## src/pkg/iop_pkg.sv

```systemverilog
// package: register map, field positions and reset values of the port block
package iop_pkg;
  // register byte offsets
  localparam logic [7:0] OFF_P0_IN = 8'h00;
  localparam logic [7:0] OFF_SER_MODE = 8'h04;
  localparam logic [7:0] OFF_P1_OUT = 8'h08;
  localparam logic [7:0] OFF_P1_IN = 8'h0c;
  localparam logic [7:0] OFF_P2_OUT = 8'h10;
  localparam logic [7:0] OFF_P3_OUT = 8'h14;
  localparam logic [7:0] OFF_P45_OUT = 8'h18;
  localparam logic [7:0] OFF_P45_IN = 8'h1c;
  localparam logic [7:0] OFF_P6_OUT = 8'h20;
  localparam logic [7:0] OFF_P6_IN = 8'h24;
  localparam logic [7:0] OFF_P6_DIR = 8'h28;
  localparam logic [7:0] OFF_P7_OUT = 8'h2c;
  localparam logic [7:0] OFF_P7_IN = 8'h30;
  localparam logic [7:0] OFF_PORT_CTRL = 8'h34;
  localparam logic [7:0] OFF_SER_DATA = 8'h38;
  localparam logic [7:0] OFF_IRQ_STAT = 8'h3c;
  localparam logic [7:0] OFF_IRQ_EN = 8'h40;
  localparam logic [7:0] OFF_IRQ_CLR = 8'h44;
  localparam logic [7:0] OFF_EVT_CNT = 8'h48;
  // serial mode register fields
  localparam int SER_MODE_EN_BIT = 0;
  localparam int SER_MODE_CLKOUT_BIT = 1;
  // port control register fields (output enables of ports 1..5 and 7, timer output select)
  localparam int CTRL_P1_OE_BIT = 0;
  localparam int CTRL_P2_OE_BIT = 1;
  localparam int CTRL_P3_OE_BIT = 2;
  localparam int CTRL_P4_OE_BIT = 3;
  localparam int CTRL_P5_OE_BIT = 4;
  localparam int CTRL_P7_OE_BIT = 5;
  localparam int CTRL_TOUT_SEL_BIT = 6;
  localparam int CTRL_WIDTH = 7;
  // interrupt status fields
  localparam int IRQ_A_BIT = 0;
  localparam int IRQ_B_BIT = 1;
  localparam int IRQ_SER_BIT = 2;
  localparam int IRQ_WIDTH = 3;
  // reset values
  localparam logic [3:0] RST_NIBBLE = 4'h0;
  localparam logic [CTRL_WIDTH-1:0] RST_CTRL = 7'h00;
  localparam logic [1:0] RST_SER_MODE = 2'h0;
  // serial shift clock half period in ref_clk cycles
  localparam logic [7:0] SER_HALF_CYCLES = 8'h0a;
  localparam logic [3:0] SER_BITS = 4'h8;
  // axi response codes
  localparam logic [1:0] RESP_OKAY = 2'b00;
  localparam logic [1:0] RESP_SLVERR = 2'b10;
endpackage

```

## src/rtl/iop_ports.sv

```systemverilog
// design: eight 4-bit ports, serial lines, external interrupts, axi4-lite regs
//
// Decided for this implementation: the address map and the AXI4-Lite register port.
`timescale 1ns/1ps
module iop_ports
  import iop_pkg::*;
(
  // clock and reset
  input wire logic ref_clk,
  input wire logic resetn,
  input wire logic reset_pin,
  // axi4-lite slave
  input wire logic [7:0] s_axi_awaddr,
  input wire logic s_axi_awvalid,
  output logic s_axi_awready,
  input wire logic [31:0] s_axi_wdata,
  input wire logic [3:0] s_axi_wstrb,
  input wire logic s_axi_wvalid,
  output logic s_axi_wready,
  output logic [1:0] s_axi_bresp,
  output logic s_axi_bvalid,
  input wire logic s_axi_bready,
  input wire logic [7:0] s_axi_araddr,
  input wire logic s_axi_arvalid,
  output logic s_axi_arready,
  output logic [31:0] s_axi_rdata,
  output logic [1:0] s_axi_rresp,
  output logic s_axi_rvalid,
  input wire logic s_axi_rready,
  // port 0 and interrupt pins
  input wire logic [3:0] port0_in,
  output logic ser_clk_o,
  output logic ser_clk_oe,
  output logic ser_data_o,
  output logic ser_data_oe,
  input wire logic ext_irq_b,
  // ports 1..7 pin drivers
  input wire logic [3:0] port1_in,
  output logic [3:0] port1_o,
  output logic [3:0] port1_oe,
  output logic [3:0] port2_o,
  output logic [3:0] port2_oe,
  output logic [3:0] port3_o,
  output logic [3:0] port3_oe,
  input wire logic [3:0] port4_in,
  output logic [3:0] port4_o,
  output logic [3:0] port4_oe,
  input wire logic [3:0] port5_in,
  output logic [3:0] port5_o,
  output logic [3:0] port5_oe,
  input wire logic [3:0] port6_in,
  output logic [3:0] port6_o,
  output logic [3:0] port6_oe,
  input wire logic [3:0] port7_in,
  output logic [3:0] port7_o,
  output logic [3:0] port7_oe,
  // timer and event input
  input wire logic timer_out_pin,
  input wire logic event_clk_in,
  // interrupt
  output logic irq
);
  // ----------------------------------------------------------------
  // reset: async low reset plus the high-level reset pin, synchronised
  // ----------------------------------------------------------------
  logic rpin_s1_q, rpin_s2_q;
  always_ff @(posedge ref_clk or negedge resetn) begin
    if (!resetn) begin
      rpin_s1_q <= 1'b1;
      rpin_s2_q <= 1'b1;
    end else begin
      rpin_s1_q <= reset_pin;
      rpin_s2_q <= rpin_s1_q;
    end
  end
  wire srst = rpin_s2_q;
  // ----------------------------------------------------------------
  // pin input synchronisers (two flops, one generate iteration per input nibble: ports 0,1,4..7 and the irq/timer/event pins)
  // ----------------------------------------------------------------
  logic [3:0] pin_raw [0:6];
  logic [3:0] pin_s1_q [0:6];
  logic [3:0] pin_q [0:6];
  assign pin_raw[0] = port0_in;
  assign pin_raw[1] = port1_in;
  assign pin_raw[2] = port4_in;
  assign pin_raw[3] = port5_in;
  assign pin_raw[4] = port6_in;
  assign pin_raw[5] = port7_in;
  assign pin_raw[6] = {1'b0, event_clk_in, timer_out_pin, ext_irq_b};
  genvar gi;
  generate
    for (gi = 0; gi < 7; gi++) begin : g_sync
      always_ff @(posedge ref_clk or negedge resetn) begin
        if (!resetn) begin
          pin_s1_q[gi] <= RST_NIBBLE;
          pin_q[gi] <= RST_NIBBLE;
        end else begin
          pin_s1_q[gi] <= pin_raw[gi];
          pin_q[gi] <= pin_s1_q[gi];
        end
      end
    end
  endgenerate
  wire irq_a_lvl = pin_q[0][0];
  wire irq_b_lvl = pin_q[6][0];
  wire tout_lvl = pin_q[6][1];
  wire evt_lvl = pin_q[6][2];
  // ----------------------------------------------------------------
  // axi4-lite write channel
  // ----------------------------------------------------------------
  logic [7:0] awaddr_q;
  logic [31:0] wdata_q;
  logic [3:0] wstrb_q;
  wire aw_take = s_axi_awvalid && s_axi_awready;
  wire w_take = s_axi_wvalid && s_axi_wready;
  // a low ready marks a held item; both held and no answer pending starts the write
  wire wr_go = !s_axi_awready && !s_axi_wready && !s_axi_bvalid;
  always_ff @(posedge ref_clk or negedge resetn) begin
    if (!resetn) begin
      s_axi_awready <= 1'b1;
      s_axi_wready <= 1'b1;
      {awaddr_q, wdata_q, wstrb_q} <= 44'h0;
    end else begin
      if (aw_take) begin
        s_axi_awready <= 1'b0;
        awaddr_q <= s_axi_awaddr;
      end else if (wr_go) begin
        s_axi_awready <= 1'b1;
      end
      if (w_take) begin
        s_axi_wready <= 1'b0;
        wdata_q <= s_axi_wdata;
        wstrb_q <= s_axi_wstrb;
      end else if (wr_go) begin
        s_axi_wready <= 1'b1;
      end
    end
  end
  wire wr_lane0 = wr_go && wstrb_q[0];
  function automatic logic wr_hit(input logic [7:0] off, input logic [7:0] a);
    wr_hit = (a[7:2] == off[7:2]);
  endfunction
  wire wr_mapped = wr_hit(OFF_SER_MODE, awaddr_q) || wr_hit(OFF_P1_OUT, awaddr_q) ||
    wr_hit(OFF_P2_OUT, awaddr_q) || wr_hit(OFF_P3_OUT, awaddr_q) || wr_hit(OFF_P45_OUT, awaddr_q) ||
    wr_hit(OFF_P6_OUT, awaddr_q) || wr_hit(OFF_P6_DIR, awaddr_q) || wr_hit(OFF_P7_OUT, awaddr_q) ||
    wr_hit(OFF_PORT_CTRL, awaddr_q) || wr_hit(OFF_SER_DATA, awaddr_q) || wr_hit(OFF_IRQ_EN, awaddr_q) ||
    wr_hit(OFF_IRQ_CLR, awaddr_q);
  always_ff @(posedge ref_clk or negedge resetn) begin
    if (!resetn) begin
      s_axi_bvalid <= 1'b0;
      s_axi_bresp <= RESP_OKAY;
    end else if (wr_go) begin
      s_axi_bvalid <= 1'b1;
      s_axi_bresp <= wr_mapped ? RESP_OKAY : RESP_SLVERR;
    end else if (s_axi_bready) begin
      s_axi_bvalid <= 1'b0;
    end
  end
  // ----------------------------------------------------------------
  // port latches and modes
  // ----------------------------------------------------------------
  logic [3:0] p1_q, p2_q, p3_q, p4_q, p5_q, p6_q, p6_dir_q, p7_q;
  logic [CTRL_WIDTH-1:0] ctrl_q;
  logic [1:0] ser_mode_q;
  logic [2:0] irq_en_q;
  logic strobe_q;
  always_ff @(posedge ref_clk or negedge resetn) begin
    if (!resetn) begin
      {p1_q, p2_q, p3_q, p4_q, p5_q, p6_q, p7_q} <= 28'h0;
      p6_dir_q <= RST_NIBBLE;
      ctrl_q <= RST_CTRL;
      ser_mode_q <= RST_SER_MODE;
      irq_en_q <= 3'h0;
      strobe_q <= 1'b0;
    end else if (srst) begin
      {p1_q, p2_q, p3_q, p4_q, p5_q, p6_q, p7_q} <= 28'h0;
      p6_dir_q <= RST_NIBBLE;
      ctrl_q <= RST_CTRL;
      ser_mode_q <= RST_SER_MODE;
      irq_en_q <= 3'h0;
      strobe_q <= 1'b0;
    end else begin
      // one-cycle strobe alongside every port 1 data write
      strobe_q <= wr_lane0 && wr_hit(OFF_P1_OUT, awaddr_q);
      if (wr_lane0) begin
        if (wr_hit(OFF_P1_OUT, awaddr_q)) p1_q <= wdata_q[3:0];
        else if (wr_hit(OFF_P2_OUT, awaddr_q)) p2_q <= wdata_q[3:0];
        else if (wr_hit(OFF_P3_OUT, awaddr_q)) p3_q <= wdata_q[3:0];
        else if (wr_hit(OFF_P45_OUT, awaddr_q)) begin
          p4_q <= wdata_q[3:0];
          p5_q <= wdata_q[7:4];
        end
        else if (wr_hit(OFF_P6_OUT, awaddr_q)) p6_q <= wdata_q[3:0];
        else if (wr_hit(OFF_P6_DIR, awaddr_q)) p6_dir_q <= wdata_q[3:0];
        else if (wr_hit(OFF_P7_OUT, awaddr_q)) p7_q <= wdata_q[3:0];
        else if (wr_hit(OFF_PORT_CTRL, awaddr_q)) ctrl_q <= wdata_q[CTRL_WIDTH-1:0];
        else if (wr_hit(OFF_SER_MODE, awaddr_q)) ser_mode_q <= wdata_q[1:0];
        else if (wr_hit(OFF_IRQ_EN, awaddr_q)) irq_en_q <= wdata_q[IRQ_WIDTH-1:0];
      end
    end
  end
  wire ser_on = ser_mode_q[SER_MODE_EN_BIT];
  // ----------------------------------------------------------------
  // serial shifter on port 0 lines 1..3 (clock, data out, data in)
  // ----------------------------------------------------------------
  logic [7:0] sh_q;
  logic [3:0] bits_q;
  logic [7:0] div_q;
  logic phase_q, busy_q, ser_done;
  wire ser_start = wr_lane0 && wr_hit(OFF_SER_DATA, awaddr_q) && ser_on && !busy_q;
  wire half_tick = busy_q && (div_q == SER_HALF_CYCLES - 8'h01);
  always_ff @(posedge ref_clk or negedge resetn) begin
    if (!resetn) begin
      {sh_q, bits_q, div_q} <= 20'h0;
      phase_q <= 1'b0;
      busy_q <= 1'b0;
    end else if (srst || !ser_on || ser_start) begin
      // a start reloads the shifter; a reset or clearing the serial enable abandons the transfer
      if (ser_start && !srst) sh_q <= wdata_q[7:0];
      {bits_q, div_q} <= 12'h0;
      phase_q <= 1'b0;
      busy_q <= ser_start && !srst;
    end else if (busy_q) begin
      div_q <= half_tick ? 8'h00 : div_q + 8'h01;
      if (half_tick) begin
        phase_q <= !phase_q;
        // falling clock shifts out and samples the input line in the same step
        if (phase_q) begin
          sh_q <= {sh_q[6:0], pin_q[0][3]};
          bits_q <= bits_q + 4'h1;
          if (bits_q == SER_BITS - 4'h1) busy_q <= 1'b0;
        end
      end
    end
  end
  assign ser_done = busy_q && half_tick && phase_q && (bits_q == SER_BITS - 4'h1);
  always_ff @(posedge ref_clk or negedge resetn) begin
    if (!resetn) begin
      {ser_clk_o, ser_clk_oe, ser_data_o, ser_data_oe} <= 4'ha;
    end else begin
      ser_clk_o <= !(busy_q && !phase_q);
      ser_clk_oe <= ser_on && ser_mode_q[SER_MODE_CLKOUT_BIT] && !srst;
      ser_data_o <= !sh_q[7];
      ser_data_oe <= ser_on && !srst;
    end
  end
  // ----------------------------------------------------------------
  // edge detect, interrupt status, event counter
  // ----------------------------------------------------------------
  logic irq_a_d1_q, irq_b_d1_q, evt_d1_q;
  logic [IRQ_WIDTH-1:0] irq_stat_q;
  logic [7:0] evt_cnt_q;
  wire [IRQ_WIDTH-1:0] irq_set = {ser_done,
                                  irq_b_lvl && !irq_b_d1_q,
                                  irq_a_lvl && !irq_a_d1_q};
  wire irq_clr_wr = wr_lane0 && wr_hit(OFF_IRQ_CLR, awaddr_q);
  wire [IRQ_WIDTH-1:0] irq_clr = irq_clr_wr ? wdata_q[IRQ_WIDTH-1:0] : 3'h0;
  always_ff @(posedge ref_clk or negedge resetn) begin
    if (!resetn) begin
      {irq_a_d1_q, irq_b_d1_q, evt_d1_q} <= 3'h0;
      irq_stat_q <= 3'h0;
      evt_cnt_q <= 8'h00;
      irq <= 1'b0;
    end else begin
      irq_a_d1_q <= irq_a_lvl;
      irq_b_d1_q <= irq_b_lvl;
      evt_d1_q <= evt_lvl;
      if (srst) begin
        irq_stat_q <= 3'h0;
        evt_cnt_q <= 8'h00;
        irq <= 1'b0;
      end else begin
        // a set in the cycle of its clear wins
        irq_stat_q <= (irq_stat_q & ~irq_clr) | irq_set;
        // external events arrive on the crystal-in pin, the out pin is unused
        if (evt_lvl && !evt_d1_q) evt_cnt_q <= evt_cnt_q + 8'h01;
        irq <= |(((irq_stat_q & ~irq_clr) | irq_set) & irq_en_q);
      end
    end
  end
  // ----------------------------------------------------------------
  // pin drivers
  // ----------------------------------------------------------------
  always_ff @(posedge ref_clk or negedge resetn) begin
    if (!resetn) begin
      {port1_o, port1_oe, port2_o, port2_oe, port3_o, port3_oe, port4_o, port4_oe} <= 32'h0;
      {port5_o, port5_oe, port6_o, port6_oe, port7_o, port7_oe} <= 24'h0;
    end else begin
      port1_o <= p1_q;
      port1_oe <= {4{ctrl_q[CTRL_P1_OE_BIT] && !srst}};
      port2_o <= {p2_q[3:2],
                  ctrl_q[CTRL_TOUT_SEL_BIT] ? tout_lvl : p2_q[1],
                  strobe_q | p2_q[0]};
      port2_oe <= {4{ctrl_q[CTRL_P2_OE_BIT] && !srst}};
      port3_o <= p3_q;
      port3_oe <= {4{ctrl_q[CTRL_P3_OE_BIT] && !srst}};
      port4_o <= p4_q;
      port4_oe <= {4{ctrl_q[CTRL_P4_OE_BIT] && !srst}};
      port5_o <= p5_q;
      port5_oe <= {4{ctrl_q[CTRL_P5_OE_BIT] && !srst}};
      port6_o <= p6_q;
      port6_oe <= srst ? 4'h0 : p6_dir_q;
      port7_o <= p7_q;
      port7_oe <= {4{ctrl_q[CTRL_P7_OE_BIT] && !srst}};
    end
  end
  // ----------------------------------------------------------------
  // axi4-lite read channel
  // ----------------------------------------------------------------
  logic [31:0] rd_val;
  logic rd_ok;
  always_comb begin
    rd_val = 32'h0000_0000;
    rd_ok = 1'b1;
    if (s_axi_araddr[7:2] == OFF_P0_IN[7:2]) rd_val = {28'h0, ser_on ? {3'h0, pin_q[0][0]} : pin_q[0]};
    else if (s_axi_araddr[7:2] == OFF_SER_MODE[7:2]) rd_val = {30'h0, ser_mode_q};
    else if (s_axi_araddr[7:2] == OFF_P1_OUT[7:2]) rd_val = {28'h0, p1_q};
    else if (s_axi_araddr[7:2] == OFF_P1_IN[7:2]) rd_val = {28'h0, pin_q[1]};
    else if (s_axi_araddr[7:2] == OFF_P2_OUT[7:2]) rd_val = {28'h0, p2_q};
    else if (s_axi_araddr[7:2] == OFF_P3_OUT[7:2]) rd_val = {28'h0, p3_q};
    else if (s_axi_araddr[7:2] == OFF_P45_OUT[7:2]) rd_val = {24'h0, p5_q, p4_q};
    else if (s_axi_araddr[7:2] == OFF_P45_IN[7:2]) rd_val = {24'h0, pin_q[3], pin_q[2]};
    else if (s_axi_araddr[7:2] == OFF_P6_OUT[7:2]) rd_val = {28'h0, p6_q};
    else if (s_axi_araddr[7:2] == OFF_P6_IN[7:2]) rd_val = {28'h0, pin_q[4]};
    else if (s_axi_araddr[7:2] == OFF_P6_DIR[7:2]) rd_val = {28'h0, p6_dir_q};
    else if (s_axi_araddr[7:2] == OFF_P7_OUT[7:2]) rd_val = {28'h0, p7_q};
    else if (s_axi_araddr[7:2] == OFF_P7_IN[7:2]) rd_val = {28'h0, pin_q[5]};
    else if (s_axi_araddr[7:2] == OFF_PORT_CTRL[7:2]) rd_val = {25'h0, ctrl_q};
    else if (s_axi_araddr[7:2] == OFF_SER_DATA[7:2]) rd_val = {23'h0, busy_q, sh_q};
    else if (s_axi_araddr[7:2] == OFF_IRQ_STAT[7:2]) rd_val = {29'h0, irq_stat_q};
    else if (s_axi_araddr[7:2] == OFF_IRQ_EN[7:2]) rd_val = {29'h0, irq_en_q};
    else if (s_axi_araddr[7:2] == OFF_IRQ_CLR[7:2]) rd_val = 32'h0000_0000;
    else if (s_axi_araddr[7:2] == OFF_EVT_CNT[7:2]) rd_val = {24'h0, evt_cnt_q};
    else rd_ok = 1'b0;
  end
  always_ff @(posedge ref_clk or negedge resetn) begin
    if (!resetn) begin
      s_axi_rvalid <= 1'b0;
      s_axi_arready <= 1'b1;
      s_axi_rdata <= 32'h0000_0000;
      s_axi_rresp <= RESP_OKAY;
    end else if (s_axi_arvalid && s_axi_arready) begin
      s_axi_rvalid <= 1'b1;
      s_axi_arready <= 1'b0;
      s_axi_rdata <= rd_val;
      s_axi_rresp <= rd_ok ? RESP_OKAY : RESP_SLVERR;
    end else if (s_axi_rready) begin
      s_axi_rvalid <= 1'b0;
      s_axi_arready <= 1'b1;
    end
  end
endmodule

```

## config.mk

```make
export PLATFORM = sky130hd
export DESIGN_NAME = iop_ports
export DESIGN_NICKNAME = d
export VERILOG_FILES = /design/src/pkg/iop_pkg.sv /design/src/rtl/iop_ports.sv
export SDC_FILE = /design/constraint.sdc
export NUM_CORES = 1
export LEC_CHECK = 0
export ABC_AREA = 1
export BUFFER_PORTS_ARGS = -buffer_cell sky130_fd_sc_hd__buf_2
export CORE_UTILIZATION = 35
export CTS_BUF_LIST = sky130_fd_sc_hd__clkbuf_8
export DETAILED_ROUTE_END_ITERATION = 8
export HOLD_SLACK_MARGIN = 0.06
export PLACE_DENSITY = 0.58
export SLEW_MARGIN = 30
export SYNTH_ARGS = -nofsm -noshare
export SYNTH_HDL_FRONTEND = slang
export SYNTH_SLANG_ARGS = --single-unit
```

## constraint.sdc

```tcl
create_clock -name ref_clk -period 5.25 [get_ports ref_clk]
set_input_delay 1.05 -clock ref_clk [delete_from_list [all_inputs] [get_ports ref_clk]]
set_output_delay 1.05 -clock ref_clk [all_outputs]
set_load 0.02 [all_outputs]
```

==> flow_metrics.env <==
export IMPL_rows=57
export IMPL_power_leakage_uw=0.00515
export IMPL_ys_seq_elements=211
export IMPL_fp_dieW_microns=159
export IMPL_grt_pass1_vias=5994
export IMPL_place_hpwl_microns=14100
export IMPL_worstMarginPinSlew_ns=0.824
export IMPL_drtAntennaViolNets=0
export IMPL_setup_viol=0
export IMPL_hp_class="register to register"
export IMPL_syn_to_final_growth_pct=18.3
export IMPL_yosys_warnings=0
export IMPL_synth_edf_count=0
export IMPL_rsz0062_at_grt="false"
export IMPL_dieArea_sq_mm=0.0254
export IMPL_drcViolationCount=0
export IMPL_ioPinCount=189
export IMPL_globalplace_congestion=0.905
export IMPL_async_flop_share_pct=100
export IMPL_cts_tree="built"
export IMPL_tns_ns=0
export IMPL_dr_total_vias=6265
export IMPL_cts_resized=0
export IMPL_ys_types=51
export IMPL_grt_total_usage_pct=16.3
export IMPL_antenna_found_initial=0
export IMPL_drive_gt1_share_pct=23.5
export IMPL_final_hold_violation_count=0
export IMPL_drt_initial_drc_count=341
export IMPL_p_per_area_mw_per_mm2=456
export IMPL_grt_pass1_wl_microns=32200
export IMPL_ctsHoldBuffers=0
export IMPL_start_kind="register"
export IMPL_min_period_ns=2.93
export IMPL_cts_sinks=211
export IMPL_worstSetupPathType="register to register"
export IMPL_grt_max_degree=120
export IMPL_fillers=2421
export IMPL_peakVddDrop_mv=0.226
export IMPL_die_h_microns=159
export IMPL_cts_made_buffers=38
export IMPL_hold_ws_ns=0.334
export IMPL_overflow=0
export IMPL_syn_avg_cell_area_sq_um=9.80
export IMPL_htree_levels=2
export IMPL_finalMaxSlewViolations=0
export IMPL_final_nets=1119
export IMPL_initial_core_util_pct=35.6
export IMPL_fin_skew_ns=0.0244
export IMPL_run_status="complete, no violations"
export IMPL_synth_area_sq_mm=0.00866
export IMPL_clock_latency_ns=0.53
export IMPL_port_buffers=132
export IMPL_wl_microns=20200
export IMPL_dr_pass1_iters=5
export IMPL_cts_buffer_depth=3
export IMPL_vias_per_cell=4.54
export IMPL_drv_cap=0
export IMPL_max_slew_margin_pct=44.9
export IMPL_root_buffer="clkbuf_8"
export IMPL_clk_pin_slew_worst_paths_ns=0.06
export IMPL_crit_path_end_kind="register"
export IMPL_seq_area_frac_synth_pct=61.1
export IMPL_synthFlopType="dfrtp_1"
export IMPL_cp_required_ns=5.62
export IMPL_wl_per_cell_microns=14.6
export IMPL_fmax_mhz=341
export IMPL_syn_inst=884
export IMPL_finalCritPeriodShare_pct=55.9
export IMPL_worstPathArrival_ns=3.31
export IMPL_placeableCoreArea_sq_mm=0.0243
export IMPL_post_cts_buffers=0
export IMPL_worst_path_max_fanout=26
per-stage QoR:
stage / cell area [sq um] / total power (uW) / utilization [%] / cells / worst slack (ns)
finish: 10200 / 4680 / 42.1 / 1381 / 2.32
global route: 10200 / 4960 / 42.1 / 1380 / 1.97
CTS: 10200 / 4750 / 42.0 / 1379 / 2.29
detailed placement: 9460 / 3220 / 38.9 / 1311 / 2.27
global placement: 9460 / 3200 / 38.9 / 1311 / 2.31
floorplan: 8750 / 2860 / - / 908 / 3.00
final cells by class:
| type | instances | area [sq um] | share of cell area [%] |
|---|---|---|---|
| multi-input combinational | 542 | 2700 | 26.3 |
| inverter | 101 | 379 | 3.70 |
| sequential | 211 | 5290 | 51.6 |
| antenna | 1 | 2.50 | 0.0244 |
| clock buffer | 47 | 647 | 6.31 |
| timing repair buffer | 134 | 718 | 7.01 |
| clock inverter | 21 | 106 | 1.04 |
| tap | 324 | 405 | 3.96 |
Yosys cell counts, types with 4 or more instances:
cell type  number  area share (%)
nand4_1         9            0.65
a31oi_1         6            0.43
o21ai_0        67             3.9
nor3_1          9            0.52
nand2_1       202             8.8
buf_4          44             3.8
nand3_1        26             1.5
mux2_2          8             1.0
dfstp_2         7             2.1
nor2_2         10            0.72
o21ai_2         9            0.91
inv_1          91             3.9
a21oi_1        34             2.0
ha_1            4            0.58
nor2_1         68             2.9
or2_2           8            0.58
dfrtp_1       204              59
o211ai_1        7            0.61
o22ai_1        10            0.72
clkbuf_1        5            0.22
inv_2           9            0.39
cells by family after synthesis:
family	count (synthesis)	synth area share, %
fa+ha+maj	4	0.578
flops	211	61.1
compound gates	153	10.6
buf+inv	155	8.84
mux	8	1.04
xor+xnor	3	0.303
other cells	1	0.0433
simple gates	349	17.6
registers in the layout, indices dropped and copies added, names as in the netlist, 6 cells and up:
register     count
awaddr_q         6
ctrl_q           7
div_q            8
evt_cnt_q        8
pin_q           24
pin_s1_q        27
s_axi_rdata      9
sh_q             8
wdata_q          8
metal layers:
metal | track usage (%) | vias up | part of all wire [%]
met3 | 3.49 | 43 | 5.3
li1 | - | 3096 | -
met4 | 5.73 | 0 | 2.4
met1 | 22.4 | 2925 | 47
met2 | 25.5 | 201 | 45
met5 | 0 | - | 0
report_power, final:
part / switching (uW) / internal (uW) / leakage [uW]
clock network: 645 / 851 / 0.000457
registers: 234 / 1980 / 0.00265
logic: 666 / 303 / 0.00204
final timing paths:
check	startpoint	depth (start not counted)	endpoint	slack, ns
worst max-delay path	rpin_s2_q	9	irq_en_q[1]	2.32
worst min-delay path	pin_s1_q[12]	0	pin_q[12]	0.33
worst max register to register	rpin_s2_q	9	irq_en_q[1]	2.32
worst min register to register	pin_s1_q[12]	0	pin_q[12]	0.33
max in group asynchronous	resetn	2	port6_o[3]	4.05
min in group asynchronous	resetn	1	irq_en_q[2]	0.41
critical path, cell delays in order (launching register included):
cell      delay (ns)
dfstp_2         0.88
clkinv_1        0.75
nand2_1         0.36
nand2_1         0.10
inv_2           0.08
o21ai_0         0.07
inv_1           0.12
o21ai_0         0.22
nand2_1         0.12
o21ai_0         0.08
placed cells by master (no fill, tap or decap), drive strengths merged, types with 2 or more instances in the layout:
cell type	count
clkinv	2
buf	134
dfstp	7
nand2	205
nand3	27
o211ai	10
o2111ai	2
xor2	2
a31oi	6
dfrtp	204
mux2	8
o21ai	78
nand4	9
conb	25
o22ai	10
a221oi	2
a221o	3
nor3	11
a21oi	34
clkbuf	47
nor4	4
ha	4
inv	119
or2	11
nor2	81
Note: power is estimated with default switching activity, not from simulation.
